==> config.mk <==
export PLATFORM = sky130hd
export DESIGN_NAME = fcm_regs
export DESIGN_NICKNAME = d
export VERILOG_FILES = /design/src/design/fcm_pkg.sv /design/src/design/fcm_regs.sv
export SDC_FILE = /design/constraint.sdc
export NUM_CORES = 1
export LEC_CHECK = 0
export BUFFER_PORTS_ARGS = -buffer_cell sky130_fd_sc_hd__buf_2
export CORE_MARGIN = 2
export CORE_UTILIZATION = 40
export DETAILED_ROUTE_END_ITERATION = 7
export PLACE_DENSITY = 0.67
export SYNTH_ARGS = -nofsm -noshare
export SYNTH_HDL_FRONTEND = slang
export SYNTH_SLANG_ARGS = --single-unit
==> constraint.sdc <==
create_clock -name clock_i -period 2.7 [get_ports clock_i]
set_input_delay 0.54 -clock clock_i [delete_from_list [all_inputs] [get_ports clock_i]]
set_output_delay 0.54 -clock clock_i [all_outputs]
set_load 0.05 [all_outputs]
==> src/design/fcm_pkg.sv <==
// Purpose: constants and types for the flash register map and id words
// Assumes: 16-bit word registers, one system clock, synchronous reset
// Notes  : id codes below are arbitrary neutral values
package fcm_pkg;
   // ==========================================================
   // internal bus offsets (byte addresses, 20 bits)
   localparam logic [19:0] FCM_OFF_FLASH_CONTROL0_LOW    = 20'h80000;
   localparam logic [19:0] FCM_OFF_FLASH_CONTROL0_HIGH    = 20'h80002;
   localparam logic [19:0] FCM_OFF_FLASH_CONTROL1_LOW    = 20'h80004;
   localparam logic [19:0] FCM_OFF_FLASH_CONTROL1_HIGH    = 20'h80006;
   localparam logic [19:0] FCM_OFF_FLASH_DATA0_LOW    = 20'h80008;
   localparam logic [19:0] FCM_OFF_FLASH_DATA0_HIGH    = 20'h8000a;
   localparam logic [19:0] FCM_OFF_FLASH_DATA1_LOW    = 20'h8000c;
   localparam logic [19:0] FCM_OFF_FLASH_DATA1_HIGH    = 20'h8000e;
   localparam logic [19:0] FCM_OFF_FLASH_ADDRESS_LOW     = 20'h80010;
   localparam logic [19:0] FCM_OFF_FLASH_ADDRESS_HIGH     = 20'h80012;
   localparam logic [19:0] FCM_OFF_FER      = 20'h80014;
   localparam logic [19:0] FCM_OFF_NVWP     = 20'h8dfb0;
   localparam logic [19:0] FCM_OFF_NVAP0    = 20'h8dfb8;
   localparam logic [19:0] FCM_OFF_NVAP1L   = 20'h8dfbc;
   localparam logic [19:0] FCM_OFF_NVAP1H   = 20'h8dfbe;
   localparam int          FCM_NREG         = 15;
   // ==========================================================
   // peripheral bus and id space offsets
   localparam logic [15:0] FCM_OFF_UNPROT   = 16'heb50;
   localparam logic [15:0] FCM_OFF_ID_MAKER = 16'hf070;
   localparam logic [15:0] FCM_OFF_ID_CHIP  = 16'hf07c;
   localparam logic [15:0] FCM_OFF_ID_MEM   = 16'hf07a;
   localparam logic [15:0] FCM_OFF_ID_PROG  = 16'hf078;
   localparam int          FCM_MISC_EN_BIT  = 10;
   // ==========================================================
   // reset values
   localparam logic [15:0] FCM_RST_ZERO     = 16'h0000;
   localparam logic [15:0] FCM_RST_ONES     = 16'hffff;
   localparam logic [15:0] FCM_RST_NVAP0    = 16'hacff;
   // ==========================================================
   // id field values (maker and device codes arbitrary)
   localparam logic [10:0] FCM_MAKER_CODE   = 11'h05a;
   localparam logic [11:0] FCM_DEVICE_CODE  = 12'h5a5;
   localparam logic [3:0]  FCM_REVISION     = 4'h1;
   localparam logic [3:0]  FCM_CAPACITY     = 4'h0;
   localparam logic [11:0] FCM_KIND_NONE    = 12'h000;
   localparam logic [11:0] FCM_KIND_MROM    = 12'h001;
   localparam logic [11:0] FCM_KIND_SFLASH  = 12'h002;
   localparam logic [11:0] FCM_KIND_HFLASH  = 12'h003;
   localparam logic [7:0]  FCM_EXT_SUPPLY   = 8'h00;
   localparam logic [7:0]  FCM_CORE_SUPPLY  = 8'h40;
   localparam logic [4:0]  FCM_MAKER_PAD    = 5'h00;

   typedef struct packed {
      logic        sel;
      logic        wr;
      logic        bitop;
      logic [19:0] addr;
      logic [15:0] wdata;
   } fcm_req_t;

   typedef enum logic [1:0] {
      FCM_ANS_OK   = 2'b00,
      FCM_ANS_REF  = 2'b01,
      FCM_ANS_UNM  = 2'b10
   } fcm_ans_t;
endpackage

==> src/design/fcm_regs.sv <==
// Purpose: flash control register map, unprotect register, id words
// Assumes: one-cycle buses, same clock domain as requesters
// Notes  : answer and read data valid the cycle after the request
`timescale 1ns/100ps
module fcm_regs
   import fcm_pkg::*;
(
   input  wire logic          clock_i,
   input  wire logic          sys_rst_i,
   input  wire fcm_req_t      internal_memory_bus_req_i,
   input  wire fcm_req_t      xbus_req_i,
   input  wire fcm_req_t      sfr_req_i,
   input  wire logic          misc_window_enable_i,
   output logic               internal_memory_bus_ack_o,
   output fcm_ans_t           internal_memory_bus_ans_o,
   output logic [15:0]        internal_memory_bus_rdata_o,
   output logic               xbus_ack_o,
   output fcm_ans_t           xbus_ans_o,
   output logic [15:0]        xbus_rdata_o,
   output logic               sfr_ack_o,
   output fcm_ans_t           sfr_ans_o,
   output logic [15:0]        sfr_rdata_o,
   output logic [15:0]        flash_control0_low_o,
   output logic [15:0]        volatile_unprotect_temp_o
);
   // ==========================================================
   // address decode
   function automatic int internal_memory_bus_index(input logic [19:0] a);
      case (a)
         FCM_OFF_FLASH_CONTROL0_LOW:  internal_memory_bus_index = 0;
         FCM_OFF_FLASH_CONTROL0_HIGH:  internal_memory_bus_index = 1;
         FCM_OFF_FLASH_CONTROL1_LOW:  internal_memory_bus_index = 2;
         FCM_OFF_FLASH_CONTROL1_HIGH:  internal_memory_bus_index = 3;
         FCM_OFF_FLASH_DATA0_LOW:  internal_memory_bus_index = 4;
         FCM_OFF_FLASH_DATA0_HIGH:  internal_memory_bus_index = 5;
         FCM_OFF_FLASH_DATA1_LOW:  internal_memory_bus_index = 6;
         FCM_OFF_FLASH_DATA1_HIGH:  internal_memory_bus_index = 7;
         FCM_OFF_FLASH_ADDRESS_LOW:   internal_memory_bus_index = 8;
         FCM_OFF_FLASH_ADDRESS_HIGH:   internal_memory_bus_index = 9;
         FCM_OFF_FER:    internal_memory_bus_index = 10;
         FCM_OFF_NVWP:   internal_memory_bus_index = 11;
         FCM_OFF_NVAP0:  internal_memory_bus_index = 12;
         FCM_OFF_NVAP1L: internal_memory_bus_index = 13;
         FCM_OFF_NVAP1H: internal_memory_bus_index = 14;
         default:        internal_memory_bus_index = -1;
      endcase
   endfunction

   function automatic logic [15:0] reset_value(input int i);
      if (i >= 4 && i <= 7) begin
         reset_value = FCM_RST_ONES;
      end else if (i == 11 || i == 13 || i == 14) begin
         reset_value = FCM_RST_ONES;
      end else if (i == 12) begin
         reset_value = FCM_RST_NVAP0;
      end else begin
         reset_value = FCM_RST_ZERO;
      end
   endfunction

   // ==========================================================
   // identification words, constants only
   localparam logic [15:0] ID_MAKER =
      {FCM_MAKER_CODE, FCM_MAKER_PAD};
   localparam logic [15:0] ID_CHIP  =
      {FCM_DEVICE_CODE, FCM_REVISION};
   localparam logic [15:0] ID_MEM   =
      {FCM_CAPACITY, FCM_KIND_SFLASH};
   localparam logic [15:0] ID_PROG  =
      {FCM_EXT_SUPPLY, FCM_CORE_SUPPLY};

   // ==========================================================
   // state
   logic [15:0] regs_r   [FCM_NREG];
   logic [15:0] regs_nxt [FCM_NREG];
   logic [15:0] unprot_r, unprot_nxt;
   // enable level comes from another register: only s2 gates access
   logic        misc_s1_r, misc_s2_r;
   logic        iack_r, iack_nxt, xack_r, xack_nxt, sack_r, sack_nxt;
   fcm_ans_t    ians_r, ians_nxt, xans_r, xans_nxt, sans_r, sans_nxt;
   logic [15:0] irda_r, irda_nxt, xrda_r, xrda_nxt, srda_r, srda_nxt;
   int          idx;

   always_comb begin
      idx = internal_memory_bus_index(internal_memory_bus_req_i.addr);
      for (int i = 0; i < FCM_NREG; i++) begin
         regs_nxt[i] = regs_r[i];
      end
      unprot_nxt = unprot_r;
      iack_nxt = internal_memory_bus_req_i.sel;
      ians_nxt = FCM_ANS_OK;
      irda_nxt = 16'h0000;
      xack_nxt = xbus_req_i.sel;
      xans_nxt = FCM_ANS_OK;
      xrda_nxt = 16'h0000;
      sack_nxt = sfr_req_i.sel;
      sans_nxt = FCM_ANS_OK;
      srda_nxt = 16'h0000;
      // internal bus: only the flash control words live here
      if (internal_memory_bus_req_i.sel) begin
         if (idx < 0) begin
            ians_nxt = FCM_ANS_UNM;
         end else if (internal_memory_bus_req_i.bitop) begin
            ians_nxt = FCM_ANS_REF;
         end else if (internal_memory_bus_req_i.wr) begin
            regs_nxt[idx] = internal_memory_bus_req_i.wdata;
         end else begin
            irda_nxt = regs_r[idx];
         end
      end
      // peripheral bus: unprotect word, gated by window enable
      if (xbus_req_i.sel) begin
         if (xbus_req_i.addr[15:0] != FCM_OFF_UNPROT
             || xbus_req_i.addr[19:16] != 4'h0) begin
            xans_nxt = FCM_ANS_UNM;
         end else if (!misc_s2_r) begin
            xans_nxt = FCM_ANS_REF;
         end else if (xbus_req_i.bitop) begin
            xans_nxt = FCM_ANS_REF;
         end else if (xbus_req_i.wr) begin
            unprot_nxt = xbus_req_i.wdata;
         end else begin
            xrda_nxt = unprot_r;
         end
      end
      // id space: exactly four words, writes dropped quietly
      if (sfr_req_i.sel) begin
         case (sfr_req_i.addr[15:0])
            FCM_OFF_ID_MAKER: srda_nxt = ID_MAKER;
            FCM_OFF_ID_CHIP:  srda_nxt = ID_CHIP;
            FCM_OFF_ID_MEM:   srda_nxt = ID_MEM;
            FCM_OFF_ID_PROG:  srda_nxt = ID_PROG;
            default:          sans_nxt = FCM_ANS_UNM;
         endcase
         if (sfr_req_i.addr[19:16] != 4'h0) begin
            sans_nxt = FCM_ANS_UNM;
            srda_nxt = 16'h0000;
         end else if (sfr_req_i.wr) begin
            srda_nxt = 16'h0000;
         end
      end
   end

   always_ff @(posedge clock_i) begin
      if (sys_rst_i) begin
         for (int i = 0; i < FCM_NREG; i++) begin
            regs_r[i] <= reset_value(i);
         end
         unprot_r  <= FCM_RST_ZERO;
         misc_s1_r <= 1'b0;
         misc_s2_r <= 1'b0;
         iack_r    <= 1'b0;
         ians_r    <= FCM_ANS_OK;
         irda_r    <= 16'h0000;
         xack_r    <= 1'b0;
         xans_r    <= FCM_ANS_OK;
         xrda_r    <= 16'h0000;
         sack_r    <= 1'b0;
         sans_r    <= FCM_ANS_OK;
         srda_r    <= 16'h0000;
      end else begin
         for (int i = 0; i < FCM_NREG; i++) begin
            regs_r[i] <= regs_nxt[i];
         end
         unprot_r  <= unprot_nxt;
         misc_s1_r <= misc_window_enable_i;
         misc_s2_r <= misc_s1_r;
         iack_r    <= iack_nxt;
         ians_r    <= ians_nxt;
         irda_r    <= irda_nxt;
         xack_r    <= xack_nxt;
         xans_r    <= xans_nxt;
         xrda_r    <= xrda_nxt;
         sack_r    <= sack_nxt;
         sans_r    <= sans_nxt;
         srda_r    <= srda_nxt;
      end
   end

   assign internal_memory_bus_ack_o   = iack_r;
   assign internal_memory_bus_ans_o   = ians_r;
   assign internal_memory_bus_rdata_o = irda_r;
   assign xbus_ack_o   = xack_r;
   assign xbus_ans_o   = xans_r;
   assign xbus_rdata_o = xrda_r;
   assign sfr_ack_o    = sack_r;
   assign sfr_ans_o    = sans_r;
   assign sfr_rdata_o  = srda_r;
   assign flash_control0_low_o      = regs_r[0];
   assign volatile_unprotect_temp_o = unprot_r;
endmodule

==> run_results.csv <==
group,metric,value,unit
outcome,status,"finished, final reports clean",
power,switching_power,2070,uW
detailed_routing,drc,0,
layout,final_core_util,0.514,
layout,fin_cells,2203,
critical_path,crit_path_cell_trace,"buf_2 -> nor4_4 -> nand3_4 -> buf_4 -> a2111oi_4 -> a21o_1 -> buf_4 -> mux2i_1 -> o2bb2ai_1 -> o21ai_0 -> o221ai_1",
critical_path,cp-start-kind,"input pin",
power,p_leak,0.00654,uW
global_route,overflow,0,
sta,final.min_clock_period,2.56,ns
critical_path,endpoint_kind,"flop",
global_route,busiest_layer,"met2",
sta,report.final.hold_viol_count,0,
clock_network,clock_path_buffers,3,
power,seqPwrFrac,0.482,
sta,rsz0062_at_grt,"false",
yosys,ys_ff_latch,303,
sta,worst_slew_pin_slew,0.655,ns
power,power_density,553,nW/um^2
sta,fin_setup_tns,0,ns
sta,setup-violations-final,0,
yosys,synth_edf_count,0,
critical_path,worstPathMaxFanout,12,
global_route,use_met2,0.358,
power,clockPowerShare,0.479,
place,place_ws,-0.527,ns
floorplan,die_width,187,um
yosys,synthArstFlopShare,0,
clock_network,hold_buffers,0,
detailed_routing,vias,11732,
global_route,grt_use_met3,0.0332,
global_route,grt_usage,0.218,
sta,finalCritPeriodShare,0.948,
min_path,hold_class,"in -> reg",
critical_path,cpMostUsedCell,"buf_4",
layout,drive_gt1_frac,0.253,
detailed_routing,drt_iter0_drc,756,
min_path,whs_path_depth,2,
floorplan,fp.dieH,187,um
sta,drv_slew,0,
place,dp.cells,2146,
global_route,grt_pass1_wl,61.8,mm
yosys,ys.flop_type,"dfxtp_1",
floorplan,rows,66,
detailed_routing,routedWlPerCell,17.8,um
clock_network,cts_tree,"yes",
detailed_routing,viasPerCell,5.33,
global_route,antenna_found_initial,2,
yosys,synth_area,13400,um^2
critical_path,crit_type,"in -> reg",
power,p_int,7220,uW
layout,fin_nets,1857,
power,irDropWorstVdd,0.000478,V
yosys,syn_inst,1501,
place,hpwl,27.0,mm
detailed_routing,wirelength,39.2,mm
layout,area_growth,25.6,%
place,io_buffers,183,
detailed_routing,drtPass1Iterations,6,
global_route,grt_max_degree,129,
yosys,synthDistinctLibCells,65,
critical_path,r2r_cells,6,
sta,fmax,391,MHz
power,switching_share,0.222,
clock_network,htree_num_levels,1,
clock_network,clk_latency,0.57,ns
sta,skew,0.0167,ns
power,pwr-share-comb,0.039,
yosys,synth-warning-count,0,
floorplan,start_util,0.409,
job,max-cap-violations,0,
global_route,grt_pass1_vias,11114,
global_route,gr-usage-met1,0.305,
critical_path,required,3.12,ns
yosys,seq_area_frac_synth,0.454,
clock_network,path_clk_slew,0.06,ns
critical_path,cp_slowest_stage_delay,0.36,ns
sta,layout_setup_ws,0.140,ns
power,power,9290,uW
yosys,avgSynthCellArea,8.91,um^2
floorplan,design.portCount,209,
clock_network,cts-root-buf,"clkbuf_16",
place,gp_congestion,0.905,
sta,relSlewSlack,0.564,
floorplan,die_area,34900,um^2
floorplan,fp.coreArea,32700,um^2
detailed_routing,antenna_left,0,
clock_network,cts_sinks,303,
critical_path,cp_data_arrival_time,2.98,ns
clock_network,cts_buffers,31,
critical_path,slowest_stage,"a2111oi_4",
==> synthesized netlist by cell type, types with 5 or more instances <==
cell type,instances,share of area
clkbuf_1,76,0.021
nand4_1,6,0.0028
nor3_1,7,0.0026
nand3_1,7,0.0026
a211o_1,96,0.063
o21a_1,15,0.0084
dfxtp_1,303,0.45
a221oi_1,17,0.011
mux2i_1,82,0.061
nor2b_1,125,0.058
or3_1,6,0.0028
buf_4,29,0.016
a21oi_1,128,0.048
a21oi_2,10,0.0065
nand2_1,299,0.084
and2_1,20,0.0094
mux2_2,16,0.013
nand3b_1,28,0.016
o21ai_1,9,0.0034
o221ai_1,14,0.0092
o21ai_0,14,0.0052
o2bb2ai_1,29,0.019
inv_1,5,0.0014
buf_2,26,0.0097
nand2_2,7,0.0033
nor2_2,7,0.0033
nor2_1,44,0.012
==> final cells by class <==
type / instances / area [um^2]
flip-flops and latches: 303 / 6070
clock inverters: 13 / 189
multi-input cells: 1064 / 6660
repair buffers: 331 / 2440
diodes: 1 / 2.50
inverters: 6 / 22.5
clock buffers: 43 / 871
fillers: 3040 / 15900
well taps: 442 / 553
==> final timing paths <==
path                            startpoint                              end  slack [ns]
max          internal_memory_bus_req_i[28]  internal_memory_bus_rdata_o[10]        0.14
min                          sfr_req_i[18]                   sfr_rdata_o[8]        0.17
max reg2reg                  regs_r[12][4]   internal_memory_bus_rdata_o[4]        1.14
min reg2reg                      misc_s1_r                        misc_s2_r        0.45
==> critical path: cells and delay by family <==
| family | cells | cell delay [ns] |
|---|---|---|
| AOI/OAI and AO/OA | 5 | 1.21 |
| buffers and inverters | 3 | 0.54 |
| and+or+nand+nor | 2 | 0.46 |
| muxes | 1 | 0.21 |
==> layout by cell type, fill, tap and decap left out, types with 28 or more instances in the layout <==
master and count:
dfxtp_1 303, buf_12 32, nor2b_1 125, nand2_1 299, a21oi_1 127, o2bb2ai_1 29, buf_2 182, mux2i_1 82
a211o_1 96, buf_4 116, nor2_1 44, clkbuf_16 31, nand3b_1 28
==> metrics by stage <==
step / area (um^2) / hold WS (ns)
detailed placement: 15700 / 0.434
global placement: 15700 / 0.435
finish: 16800 / 0.171
CTS: 16800 / 0.144
floorplan: 13500 / 0.414
global route: 16800 / 0.158
==> power groups by stage <==
stage / sequential (uW) / clock, uW / combinational [uW]
2_1_floorplan: 4590 / 0 / 170
3_3_place_gp: 4580 / 0 / 354
3_5_place_dp: 4580 / 0 / 357
4_1_cts: 4480 / 4520 / 358
5_1_grt: 4470 / 4700 / 386
6_report: 4480 / 4450 / 362
==> sequential cells by signal, summed over array words and instances, names as in the netlist <==
register,flops
misc_s1_r,1
xbus_ack_o,1
xbus_rdata_o,16
sfr_ack_o,1
internal_memory_bus_rdata_o,16
sfr_ans_o,1
internal_memory_bus_ans_o,2
sfr_rdata_o,5
volatile_unprotect_temp_o,16
regs_r,240
internal_memory_bus_ack_o,1
misc_s2_r,1
xbus_ans_o,2
==> routing by layer <==
layer  wire length (um)  up-vias  share of wire
met1              18100     5591           0.46
met3               2760       44          0.070
li1                   -     5671              -
met5                  0        -              0
met4                680        0          0.017
met2              17700      426           0.45
==> cell families (layout without fill, tap and decap cells) <==
group                  count (synthesis)  count (layout)  share of synthesized area
AO/OA/AOI/OAI                        353             353                      0.187
XOR/XNOR                               1               1                   0.000655
buffers and inverters                141             393                     0.0527
flip-flops                           303             303                      0.454
multiplexers                          98              98                     0.0748
other                                  1               9                   0.000280
AND/OR/NAND/NOR                      604             604                      0.231
==> timing repair <==
action | CTS | global route
setup endpoints to repair | 0 | 1
resized for setup | 0 | 1
endpoints found under the hold margin | 0 | 0
buffers inserted | 0 | 0
Power figures use the tool's default switching activity.
